===== src/pwm_defines.svh =====
// Constants for the two-channel pulse generator: register offsets, field
// positions, reset values and counter limits.
// Assumes inclusion by bare name from the package and the modules.
`ifndef PWM_DEFINES_SVH
`define PWM_DEFINES_SVH

// ****************************************
// Register offsets (byte addresses on the register port)
// ****************************************
`define OFS_CHAN0_DIVIDER_ENABLE 8'h4b
`define OFS_CHAN1_DIVIDER_ENABLE 8'h4c
`define OFS_CHAN0_HIGH_TIME 8'h4e
`define OFS_CHAN1_HIGH_TIME 8'h4f

// ****************************************
// Field positions and reset values
// ****************************************
`define DIV_ENABLE_BIT 7
`define DIV_PRESCALE_MSB 6
`define DIVIDER_RESET 8'h00
`define HIGH_TIME_RESET 8'h00
`define READ_IDLE 8'h00

// ****************************************
// Counter limits
// ****************************************
`define PRESCALE_ZERO 7'h00
`define PRESCALE_ONE 7'h01
`define DUTY_ZERO 8'h00
`define DUTY_ONE 8'h01
`define DUTY_LAST 8'hff

`endif


===== src/pwm_pkg.sv =====
// Types shared by the pulse generator top and its channel module.
// Assumes pwm_defines.svh is on the include path.
package pwm_pkg;
	`include "pwm_defines.svh"

	// ****************************************
	// Channel settings as held in the registers
	// ****************************************
	typedef struct packed {
		logic enable;          // Channel running
		logic [6:0] prescale;  // Divider field
		logic [7:0] high_time; // Duty field
	} chan_cfg_t;

	// Pin drive for one pulse output
	typedef struct packed {
		logic out;    // Level to drive
		logic oe_n;   // Low while driving
	} pin_drive_t;

	// Channel phase
	typedef enum logic [1:0] {
		CH_IDLE = 2'b01,
		CH_RUN = 2'b10
	} chan_state_t;
endpackage


===== src/pwm_channel.sv =====
// One pulse-width channel: prescaler, 8-bit duty counter, compare.
// Assumes settings come from registers on the same clock.
`timescale 1ns/10ps
`include "pwm_defines.svh"

module pwm_channel
	import pwm_pkg::*;
(
	input wire logic clk,
	input wire logic rst,
	input chan_cfg_t cfg,
	output logic level
);
	// ****************************************
	// State
	// ****************************************
	chan_state_t state_q, state_d;      // Idle or running
	logic [6:0] pre_q, pre_d;           // Prescale counter
	logic [7:0] duty_q, duty_d;         // Duty counter
	logic level_q, level_d;             // Registered output level
	logic tick;                         // One divided-clock step

	// Divided clock step when prescaler hits the field
	assign tick = (pre_q == cfg.prescale);

	// Next-state computation
	always_comb begin
		state_d = state_q;
		pre_d = pre_q;
		duty_d = duty_q;
		level_d = 1'b0;
		case (state_q)
			CH_IDLE: begin
				// Counters held at zero, output low
				pre_d = `PRESCALE_ZERO;
				duty_d = `DUTY_ZERO;
				if (cfg.enable) begin
					state_d = CH_RUN;
				end
			end
			CH_RUN: begin
				if (!cfg.enable) begin
					state_d = CH_IDLE;
					pre_d = `PRESCALE_ZERO;
					duty_d = `DUTY_ZERO;
				end else begin
					// Count up, back to zero after the field value
					pre_d = tick ? `PRESCALE_ZERO : pre_q + `PRESCALE_ONE;
					if (tick) begin
						// Wraps FF to 00, period of 256 steps
						duty_d = duty_q + `DUTY_ONE;
					end
					// Compare with live duty field, FF forces high
					level_d = (cfg.high_time == `DUTY_LAST) || (duty_q < cfg.high_time);
				end
			end
			default: begin
				state_d = CH_IDLE;
				pre_d = `PRESCALE_ZERO;
				duty_d = `DUTY_ZERO;
			end
		endcase
	end

	// Register stage
	always_ff @(posedge clk or posedge rst) begin
		if (rst) begin
			state_q <= CH_IDLE;
			pre_q <= `PRESCALE_ZERO;
			duty_q <= `DUTY_ZERO;
			level_q <= 1'b0;
		end else begin
			state_q <= state_d;
			pre_q <= pre_d;
			duty_q <= duty_d;
			level_q <= level_d;
		end
	end

	assign level = level_q;
endmodule


===== src/pwm_generator.sv =====
// Two-channel pulse-width generator with its register bank.
// Assumes clk is the base oscillator clock and the register port is
// driven synchronously by the device's register access logic.
//
// Behaviour
// - Two independent channels, own settings and pin.
// - Divider runs from base oscillator clock.
// - 7-bit prescaler wraps after reaching divider field.
// - Divided clock is base over field plus one.
// - Duty counter steps on divided clock, 256 period.
// - Output high while counter below duty field.
// - Duty field FF keeps output high always.
// - Duty cycle is field over 256 for fields below FF.
// - Divider bit 7 enables; host disables before rewriting.
// - Duty field may change while running.
// - Pins support push-pull or open-drain drive.
`timescale 1ns/10ps
`include "pwm_defines.svh"

module pwm_generator
	import pwm_pkg::*;
(
	input wire logic clk,
	input wire logic rst,
	input wire logic reg_wr,
	input wire logic reg_rd,
	input wire logic [7:0] reg_addr,
	input wire logic [7:0] reg_wdata,
	output logic [7:0] reg_rdata,
	output logic reg_hit,
	input wire logic open_drain_zero,
	input wire logic open_drain_one,
	output logic pulse_out_zero,
	output logic pulse_out_zero_oe_n,
	output logic pulse_out_one,
	output logic pulse_out_one_oe_n
);
	// ****************************************
	// Register bank
	// ****************************************
	logic [7:0] div0_q, div0_d;    // chan0_divider_enable
	logic [7:0] div1_q, div1_d;    // chan1_divider_enable
	logic [7:0] high0_q, high0_d;  // chan0_high_time
	logic [7:0] high1_q, high1_d;  // chan1_high_time
	logic [7:0] rdata_q, rdata_d;  // Read data
	chan_cfg_t cfg [2];            // Per-channel settings
	logic [1:0] level;             // Channel levels
	logic [1:0] open_drain;        // Drive choice per pin
	pin_drive_t drive [2];         // Per-pin drive

	// Write and read decode
	always_comb begin
		div0_d = div0_q;
		div1_d = div1_q;
		high0_d = high0_q;
		high1_d = high1_q;
		rdata_d = rdata_q;
		if (reg_wr) begin
			case (reg_addr)
				`OFS_CHAN0_DIVIDER_ENABLE: div0_d = reg_wdata;
				`OFS_CHAN1_DIVIDER_ENABLE: div1_d = reg_wdata;
				`OFS_CHAN0_HIGH_TIME: high0_d = reg_wdata;
				`OFS_CHAN1_HIGH_TIME: high1_d = reg_wdata;
				default: ;
			endcase
		end
		if (reg_rd) begin
			case (reg_addr)
				`OFS_CHAN0_DIVIDER_ENABLE: rdata_d = div0_q;
				`OFS_CHAN1_DIVIDER_ENABLE: rdata_d = div1_q;
				`OFS_CHAN0_HIGH_TIME: rdata_d = high0_q;
				`OFS_CHAN1_HIGH_TIME: rdata_d = high1_q;
				default: rdata_d = `READ_IDLE;
			endcase
		end
	end

	// Register storage
	always_ff @(posedge clk or posedge rst) begin
		if (rst) begin
			div0_q <= `DIVIDER_RESET;
			div1_q <= `DIVIDER_RESET;
			high0_q <= `HIGH_TIME_RESET;
			high1_q <= `HIGH_TIME_RESET;
			rdata_q <= `READ_IDLE;
		end else begin
			div0_q <= div0_d;
			div1_q <= div1_d;
			high0_q <= high0_d;
			high1_q <= high1_d;
			rdata_q <= rdata_d;
		end
	end

	assign reg_rdata = rdata_q;
	// Combinational address match
	assign reg_hit = (reg_addr == `OFS_CHAN0_DIVIDER_ENABLE) || (reg_addr == `OFS_CHAN1_DIVIDER_ENABLE) ||
		(reg_addr == `OFS_CHAN0_HIGH_TIME) || (reg_addr == `OFS_CHAN1_HIGH_TIME);

	// Settings per channel
	assign cfg[0] = '{enable: div0_q[`DIV_ENABLE_BIT], prescale: div0_q[`DIV_PRESCALE_MSB:0], high_time: high0_q};
	assign cfg[1] = '{enable: div1_q[`DIV_ENABLE_BIT], prescale: div1_q[`DIV_PRESCALE_MSB:0], high_time: high1_q};
	assign open_drain = {open_drain_one, open_drain_zero};

	// ****************************************
	// Channels and pin drive
	// ****************************************
	generate
		for (genvar i = 0; i < 2; i++) begin : g_chan
			// Independent channel on the base clock
			pwm_channel u_chan (
				.clk(clk),
				.rst(rst),
				.cfg(cfg[i]),
				.level(level[i])
			);
			// Open drain releases the pin for high
			assign drive[i].out = open_drain[i] ? 1'b0 : level[i];
			assign drive[i].oe_n = open_drain[i] ? level[i] : 1'b0;
		end
	endgenerate

	assign pulse_out_zero = drive[0].out;
	assign pulse_out_zero_oe_n = drive[0].oe_n;
	assign pulse_out_one = drive[1].out;
	assign pulse_out_one_oe_n = drive[1].oe_n;
endmodule


===== config.mk =====
export PLATFORM = sky130hd
export DESIGN_NAME = pwm_generator
export DESIGN_NICKNAME = d
export VERILOG_FILES = /design/src/pwm_pkg.sv /design/src/pwm_channel.sv /design/src/pwm_generator.sv
export VERILOG_INCLUDE_DIRS = /design/src
export SDC_FILE = /design/constraint.sdc
export NUM_CORES = 1
export LEC_CHECK = 0
export ABC_AREA = 1
export BUFFER_PORTS_ARGS = -buffer_cell sky130_fd_sc_hd__buf_4
export CAP_MARGIN = 20
export CORE_UTILIZATION = 55
export CTS_CLUSTER_SIZE = 30
export DETAILED_ROUTE_END_ITERATION = 16
export GPL_TIMING_DRIVEN = 0
export PLACE_DENSITY_LB_ADDON = 0.2
export RECOVER_POWER = 100
export SLEW_MARGIN = 10
export SYNTH_ARGS = -nofsm -noshare
export SYNTH_HDL_FRONTEND = slang
export SYNTH_SLANG_ARGS = --single-unit

===== constraint.sdc =====
create_clock -name clk -period 3.2 [get_ports clk]
set_input_delay 0.32 -clock clk [delete_from_list [all_inputs] [get_ports clk]]
set_output_delay 0.32 -clock clk [all_outputs]
set_load 0.01 [all_outputs]

=== Word-level counts from Yosys, hierarchy flattened ===
Cells that the tools add are included.

* Add/sub/neg operators: 4
* Multipliers: 0
* Div/mod/pow operators: 0
* Magnitude comparators: 2
* Equality and inequality tests: 18
* Shift operators: 0
* Mux-type cells: 27
* Bitwise logic cells: 0
* Reductions and logical operators: 11

{| class="wikitable"
|+ Operator list
! cell !! number
|-
| $mux 8 || 6
|-
| $mux 7 || 6
|-
| $eq 8x7->1 const B || 4
|-
| $pmux 8 s4 || 1
|-
| $add 8x1->8 const B || 2
|-
| $eq 8x8->1 const B || 2
|-
| $lt 8x8->1 || 2
|-
| $add 7x1->7 const B || 2
|-
| $eq 7x7->1 || 2
|-
| $reduce_and 2->1 || 6
|-
| $mux 1 || 8
|-
| $mux 2 || 4
|-
| $ne 2x2->1 const B || 4
|-
| $pmux 2 s2 || 2
|-
| $ne 3x2->1 const B || 2
|-
| $logic_or 1x1->1 || 5
|-
| $eq 2x1->1 const B || 2
|-
| $eq 2x2->1 const B || 2
|}

* Register bits after elaboration: 76
* Bits in latches: 0
* Memory bits (writable): 0
* Bits in read-only memories: 0
* Input port bits: 22
* Output and inout bits: 13
* Word-level logic and storage cells: 75
* Memories kept: 0

=== Longest topological paths before layout ===
Gate-level depths: netlist (run 1).

* Depth after elaboration: 4
* Depth in mapped cells: 9
* Gate-level depth less buffers: 9

=== Cells and area by module ===
Synthesis (run 1) repeated with hierarchy kept, for this count alone.

* Cell total of the unflattened synthesis: 573
* Area total of the unflattened synthesis: 4564.4 µm²

{| class="wikitable"
|+ Modules (own cells, without submodules)
! module !! times used !! cells each !! area an instance (µm²) !! seq. area each (µm²)
|-
| pwm_generator || 1 || 229 || 2038.2 || 1001.0
|-
| pwm_channel (g_chan[1].u_chan) || 1 || 173 || 1265.0 || 451.7
|-
| pwm_channel (g_chan[0].u_chan) || 1 || 171 || 1261.2 || 451.7
|}

=== Worst setup path before layout (run 1) ===
No wires, ideal clock.

* Path kind: input to output
* Start: in reg_addr[3]
* End: out reg_hit
* Arrival: 959 ps
* Required time: 2880 ps
* Path slack: 1921 ps
* Stages: 4
* Path buffers: 0
* Cell sequence: nand2_2 > nor3_4 > nand2_4 > nand4_1

* Word-level cells in the longest chain between the ends: 4
* Elaborated cells between the ends (all ways): 7
* Classes of those cells: 4 x eq/ne; 3 x reduce/logical

{| class="wikitable"
|+ Ends and longest elaborated chain
! item !! line !! source
|-
| from (decl) || pwm_generator.sv:27 || <nowiki>input wire logic [7:0] reg_addr,</nowiki>
|-
| $eq 8x7->1 || n/a ||
|-
| $logic_or 1x1->1 (2 in a row) || pwm_generator.sv:97 || <nowiki>assign reg_hit = (reg_addr == `OFS_CHAN0_DIVIDER_ENABLE) || (reg_addr == `OFS_CHAN1_DIVIDER_ENABLE) ||</nowiki>
|-
| $logic_or 1x1->1 (*) || pwm_generator.sv:97 ||
|-
| to (decl) || pwm_generator.sv:30 || <nowiki>output logic reg_hit,</nowiki>
|}

Mark *: on every way between the ends. The rest lies on a longest branch, timed or not.

=== Worst setup path in the final report (run 1) ===
* Start: in reg_addr[2]
* End: out reg_hit

Same word-level chain as after synthesis.

==> metrics.csv, run 1 <==
stage,metric,value,unit
placement,port_buffers,34,
floorplan,die_width,91.6,um
clock_tree,cts_tree,built,
placement,dpl.hpwl,7460,um
synthesis,synth_top_flop_cell,dfrtp_1,
global_routing,grt_max_degree,62,
clock_tree,path_clk_slew,0.09,ns
timing,whs,0.222,ns
pwr,irDropWorstVdd,0.249,mV
synthesis,ys_top_cells_by_count,"188 x nand2_1, 74 x dfrtp_1, 73 x nand3_1",
route,viasPerCell,5.35,
layout,final_core_util,63.7,%
global_routing,globalRouteTotalUtil,27.1,%
timing,fmax,438,MHz
clock_tree,postCtsSetupBuffers,0,
route,ant_nets,0,
synthesis,synth_area_per_cell,7.50,um^2
run,maxCapViolCount,0,
clock_tree,clock-sinks,76,
clock_tree,htree_num_levels,3,
timing,rsz0062_at_grt,no,
placement,place.gp.congestion,0.855,
timing,period_needed,2.28,ns
synthesis,synthTopCellsByArea,"dfrtp_1 42%, nand2_1 16%, nand3_1 8.3%",
synthesis,synth_area,0.00441,mm^2
synthesis,ys_seq_area_share,43.2,%
critical_path,worstPathArrival,1.96,ns
global_routing,grtUsageMet1,38.7,%
timing,tns,0,ns
clock_tree,numCtsBuffers,9,
pwr,p_comb_share,19.1,%
global_routing,grt_pass1_wl,17700,um
pwr,switching_power,0.000795,W
critical_path,critical_path_required,2.88,ns
route,drc,0,
floorplan,io_pins,35,
route,drt_iter0_drc,347,
pwr,p_sw_share,31.4,%
timing,slew_headroom,30.4,%
global_routing,grt_pass1_vias,3777,
synthesis,synth.largest_area_cell,dfrtp_1,
status,status,finished clean,
timing,tightest_slew,1.04,ns
critical_path,critPathMaxFanout,9,
global_routing,antenna_found_initial,0,
clock_tree,cts-root-buf,clkbuf_8,
global_routing,gr-usage-met3,4.10,%
synthesis,synth.most_common_cell,nand2_1,
synthesis,yosys_warnings,0,
critical_path,worstSetupStartpointType,input pin,
route,wl_per_cell,13.9,um
timing,hold_viol,0,
global_routing,top_usage_layer,met2,
timing,skew,0.00720,ns
layout,synthToLayoutAreaGrowth,11.6,%
pwr,powerDensity,514,mW/mm^2
layout,fillers,710,
timing,setup_violations,0,
pwr,power,0.00253,W
floorplan,chipHeight,91.6,um
route,drt_wl_total,10300,um
global_routing,globalRoute.totalOverflow,0,
synthesis,synth_edf_count,0,
global_routing,use_met2,42.2,%
pwr,p_int,0.00174,W
layout,nets,675,
pwr,leakagePower,2.68,nW
synthesis,syn_nets,628,
floorplan,initial_core_util,57.1,%
floorplan,dieArea,0.00838,mm^2
floorplan,coreArea,0.00773,mm^2
synthesis,ys_types,29,
clock_tree,worstSkewPairLatency,0.35,ns
synthesis,yosysTopAreaCellShare,42.0,%
timing,min_period_over_period,71.3,%
synthesis,synthCells,588,
critical_path,r2r_setup_slack,1.42,ns
critical_path,setup.worst_path.end_class,output pin,
clock_tree,cts.path.max_buffers,2,
synthesis,synth-seq-cells,76,
layout,diodes,0,
pwr,power_frac_seq,45.7,%
layout,drive_gt1_share,8.45,%
timing,drv_slew,0,
clock_tree,ctsResizeCount,0,
placement,dpl_worst_slack,1.60,ns
min_path,hold_path.class,input pin to flop,
pwr,clockPowerShare,35.2,%
route,drtPass1Iterations,4,
synthesis,async_reset_ff_share,100,%
route,routed-via-count,3962,
floorplan,row_count,32,
critical_path,setup.worst_path.class,input pin to output pin,
timing,worst_slack,0.919,ns
logic make-up (layout without fill, tap and decap cells):
group	count (synthesis)	after routing	share of synthesized area, %
fa+ha+maj	18	18	5.11
simple gates	343	343	34.4
xor+xnor	17	17	3.38
flops	76	76	43.2
buf+inv	83	134	7.89
compound gates	51	51	6.07
what timing repair did:
| item | in CTS | in global routing |
|---|---|---|
| hold buffers | 1 | 0 |
| endpoints found under the hold margin | 14 | 0 |
| endpoints found under the setup margin | 0 | 0 |
cell usage in the layout, fill, tap and decap left out, drive strengths merged, types with 8 or more instances in the layout:
master    n
nand2   194
dfrtp    74
nand3    73
inv      66
nor2     57
o21ai    41
clkbuf   37
buf      23
ha       18
xnor2    10
a21oi     8
nor3      8
path summary, 6_finish.rpt:
check,startpoint,end,cells past startpoint
setup / recovery,reg_addr[2],reg_hit,6
hold / removal,reg_wdata[6],div1_q[6]$_DFFE_PP0P_,3
setup reg to reg,g_chan[1].u_chan.state_q[0]$_DFFE_PP1P_,g_chan[1].u_chan.duty_q[2]$_DFFE_PP0P_,7
hold reg to reg,reg_rdata[7]$_DFFE_PP0P_,reg_rdata[7]$_DFFE_PP0P_,2
max in group asynchronous,rst,g_chan[1].u_chan.state_q[0]$_DFFE_PP1P_,4
min in group asynchronous,rst,g_chan[0].u_chan.pre_q[0]$_DFF_PP0_,3
sequential cells by signal, summed over array words and instances, names as in the netlist:
| name | flops |
|---|---|
| div0_q | 8 |
| high1_q | 8 |
| reg_rdata | 8 |
| g_chan.u_chan.pre_q | 14 |
| g_chan.u_chan.state_q | 4 |
| g_chan.u_chan.duty_q | 16 |
| high0_q | 8 |
| div1_q | 8 |
| g_chan.u_chan.level | 2 |
layer usage:
metal	vias to the layer above	routed length [um]
li1	1959	-
met1	1876	4930
met2	111	4670
met3	16	524
met4	0	161
met5	-	0
critical path, cell delays in order:
cell and delay, ns:
clkbuf_1 0.15, nand2_1 0.18, nor3_1 0.83, nand2_4 0.13
nand4_1 0.18, clkbuf_1 0.16
through the flow:
stage | area [um^2] | cells
after floorplan | 4410 | 588
after global placement | 4790 | 724
after detailed placement | 4820 | 725
after CTS | 5070 | 741
after global routing | 4920 | 741
final | 4920 | 741
power groups by stage:
stage	clock (W)	combinational, W	sequential, W
floorplan	0	0.000349	0.00115
global placement	0	0.000477	0.00117
detailed placement	0	0.000506	0.00117
CTS	0.000901	0.000510	0.00116
global route	0.000943	0.000562	0.00117
finish	0.000890	0.000484	0.00116
cell type report:
class / instances / area [um^2] / share of cell area [%]
plain buffers: 16 / 66.3 / 1.35
repair buffers: 36 / 240 / 4.88
clock buffers: 9 / 124 / 2.52
well taps: 102 / 128 / 2.59
clock inverters: 6 / 114 / 2.31
multi-input cells: 429 / 2090 / 42.5
flip-flops and latches: 76 / 1900 / 38.7
inverters: 67 / 253 / 5.14
Power figures use the tool's default switching activity.
==> run 2, diff against run 1 <==
Settings changed: ABC_AREA 1 to 0.
Clock period 3.2 ns to 2.32 ns, I/O delays scaled along.
==> metrics.csv, run 2 <==
stage,metric,value,unit
status,status,finished clean,
route,route.met2.wl,4070,um
clock_tree,numCtsBuffers,9,
route,viasPerCell,5.41,
critical_path,setup.worst_path.end_class,flop,
clock_tree,worstSkewPairLatency,0.35,ns
critical_path,cp_cell_sequence,"xnor2_1, nand3_1, or4_1, or3_1, a21oi_1",
synthesis,synthTopCellsByArea,"dfrtp_1 47%, mux2_2 11%, xnor2_1 6.4%",
synthesis,synth_top_flop_cell,dfrtp_1,
floorplan,io_pins,35,
clock_tree,postCtsSetupBuffers,0,
route,dr_wl_met3,183,um
critical_path,path_depth,5,
critical_path,cp.buffers_inverters,0,
placement,port_buffers,33,
critical_path,crit_family,simple AND/OR/NAND/NOR gates,
pwr,irDropWorstVdd,0.328,mV
timing,slew_headroom,9.65,%
pwr,powerDensity,585,mW/mm^2
layout,final_cell_mix,"74 x dfrtp_1, 42 x nor2_1, 38 x mux2_2",
global_routing,globalRouteTotalUtil,24.2,%
placement,place.gp.congestion,0.923,
timing,hold_viol,0,
min_path,worstHoldStart,reg_wdata[7],
placement,dpl.hpwl,6200,um
route,ant_nets,0,
critical_path,rr_endpoint,g_chan[0].u_chan.duty_q[7]$_DFFE_PP0P_,
route,drt_wl_total,8140,um
clock_tree,htree_num_levels,3,
critical_path,setup.worst_path.class,flop to flop,
synthesis,ys_seq_area_share,48.1,%
timing,fmax,482,MHz
layout,diodes,0,
floorplan,chipHeight,86.9,um
critical_path,critical_path_required,2.59,ns
critical_path,worstPathArrival,2.34,ns
clock_tree,path_clk_slew,0.08,ns
layout,drive_gt1_share,19.2,%
timing,skew,0.00729,ns
floorplan,row_count,30,
synthesis,async_reset_ff_share,100,%
timing,rsz0062_at_grt,no,
pwr,clockPowerShare,37.4,%
critical_path,slowest_stage,or4_1,
timing,tightest_slew,1.35,ns
pwr,p_sw_share,25.3,%
pwr,power_frac_seq,53.2,%
global_routing,globalRoute.totalOverflow,0,
layout,nets,461,
global_routing,antenna_found_initial,0,
layout,synthToLayoutAreaGrowth,13.3,%
critical_path,worstSetupStartpointType,flop,
layout,regMostFlops,g_chan.u_chan.duty_q,
synthesis,synth_area_per_cell,10.6,um^2
critical_path,critPathMaxFanout,7,
global_routing,grt_pass1_vias,2878,
route,drtPass1Iterations,4,
global_routing,grt_max_degree,43,
critical_path,r2r_start,g_chan[0].u_chan.pre_q[5]$_DFF_PP0_,
floorplan,dieArea,0.00755,mm^2
global_routing,grt_pass1_wl,13700,um
layout,final_cells,522,
timing,drv_slew,0,
layout,reg_top3,"g_chan.u_chan.duty_q: 16 flops, g_chan.u_chan.pre_q: 14 flops",
placement,dp.cells,505,
synthesis,yosysTopAreaCellShare,46.7,%
timing,min_period_over_period,89.4,%
layout,final_common_cell,dfrtp_1,
synthesis,synth-seq-cells,76,
pwr,leakagePower,1.95,nW
critical_path,reg2regPathDepth,5,
synthesis,yosys_warnings,0,
critical_path,r2r_setup_slack,0.25,ns
clock_tree,cts-root-buf,clkbuf_8,
route,wl_per_cell,15.6,um
pwr,switching_power,0.000664,W
clock_tree,cts.path.max_buffers,2,
pwr,p_comb_share,9.4,%
min_path,hold_path.class,input pin to flop,
synthesis,synth_area,0.00396,mm^2
timing,setup_violations,0,
clock_tree,clock-sinks,76,
route,top_layer_used,met4,
critical_path,startpoint,g_chan[0].u_chan.pre_q[5]$_DFF_PP0_,
synthesis,synth.most_common_cell,dfrtp_1,
floorplan,initial_core_util,57.7,%
route,drc,0,
route,routed-via-count,2823,
timing,period_needed,2.07,ns
clock_tree,cts_tree,built,
critical_path,setup.worst_path.end,g_chan[0].u_chan.duty_q[7]$_DFFE_PP0P_,
synthesis,syn_nets,415,
floorplan,die_width,86.9,um
synthesis,ys_types,45,
route,wl_met1,3700,um
pwr,p_int,0.00196,W
synthesis,ys_top_cells_by_count,"74 x dfrtp_1, 41 x nor2_1, 39 x mux2_2",
timing,tns,0,ns
route,drt_iter0_drc,107,
layout,largest_reg_flops,16,
floorplan,coreArea,0.00687,mm^2
synthesis,synth_edf_count,0,
synthesis,synthCells,375,
synthesis,synth.largest_area_cell,dfrtp_1,
critical_path,slowest_delay,0.63,ns
run,maxCapViolCount,0,
## run 2: changes by cell type after synthesis, sizes merged, moves of 10 or more
cell	delta
nand2	-170
nand3	-61
inv	-43
mux2	+39
o21ai	-27
xnor2	+20
nor2	-15
buf	-10
## run 2: per-stage QoR
step	setup WS, ns	total power (W)	utilization [%]	instance area, um^2	hold slack (ns)
after floorplan	0.153	0.00158	-	3960	0.384
after global placement	-0.746	0.00167	63.0	4330	0.497
after detailed placement	0.210	0.00168	63.4	4350	0.282
after CTS	0.253	0.00266	66.3	4550	0.149
after global routing	0.106	0.00275	65.4	4490	0.145
final	0.246	0.00263	65.4	4490	0.162
## run 2: final cells by class
cell class	count	area [um^2]
clock inverter	7	67.6
sequential	76	1900
multi-input combinational	266	1930
fill	554	2380
tap	96	120
clock buffer	9	124
inverter	24	90.1
buffer	9	33.8
timing repair buffer	35	221
## run 2: cells by family (layout without fill, tap and decap cells)
| group | count (synthesis) | in the layout | share of synthesized area, % |
|---|---|---|---|
| buffers and inverters | 33 | 84 | 3.13 |
| adders and majority gates | 18 | 18 | 5.68 |
| DFF | 76 | 76 | 48.1 |
| and+or+nand+nor | 122 | 122 | 15.6 |
| xor gates and xnor gates | 37 | 37 | 8.37 |
| muxes | 41 | 41 | 11.6 |
| AOI/OAI and AO/OA | 48 | 48 | 7.55 |
## run 2: power by group through the flow
stage	registers, W	logic [W]	clock network [W]
2_1_floorplan	0.00142	0.000158	0
3_3_place_gp	0.00142	0.000247	0
3_5_place_dp	0.00143	0.000257	0
4_1_cts	0.00140	0.000260	0.00100
5_1_grt	0.00140	0.000282	0.00106
6_report	0.00140	0.000247	0.000981
## run 2: what timing repair did
action,4_1_cts,5_1_grt
resized for setup,0,0
endpoints found under the hold margin,34,0
hold buffers,1,0
## run 2: how the worst min path moves through the flow
| stage | cells past startpoint | to | slack (ns) |
|---|---|---|---|
| 2_1_floorplan | 1 | div1_q[0]$_DFFE_PP0P_ | 0.38 |
| 3_3_place_gp | 1 | g_chan[1].u_chan.state_q[0]$_DFFE_PP1P_ | 0.50 |
| 4_1_cts | 2 | div1_q[1]$_DFFE_PP0P_ | 0.15 |
| 6_report | 2 | high1_q[7]$_DFFE_PP0P_ | 0.16 |
| 5_1_grt | 2 | div1_q[1]$_DFFE_PP0P_ | 0.15 |
| 3_5_place_dp | 2 | g_chan[1].u_chan.duty_q[1]$_DFFE_PP0P_ | 0.28 |
## run 2: metal layers
metal	global-route usage (%)	vias to the layer above
met2	39.2	33
met1	32.8	1384
met5	0	-
met4	10.2	0
li1	-	1390
met3	3.51	16
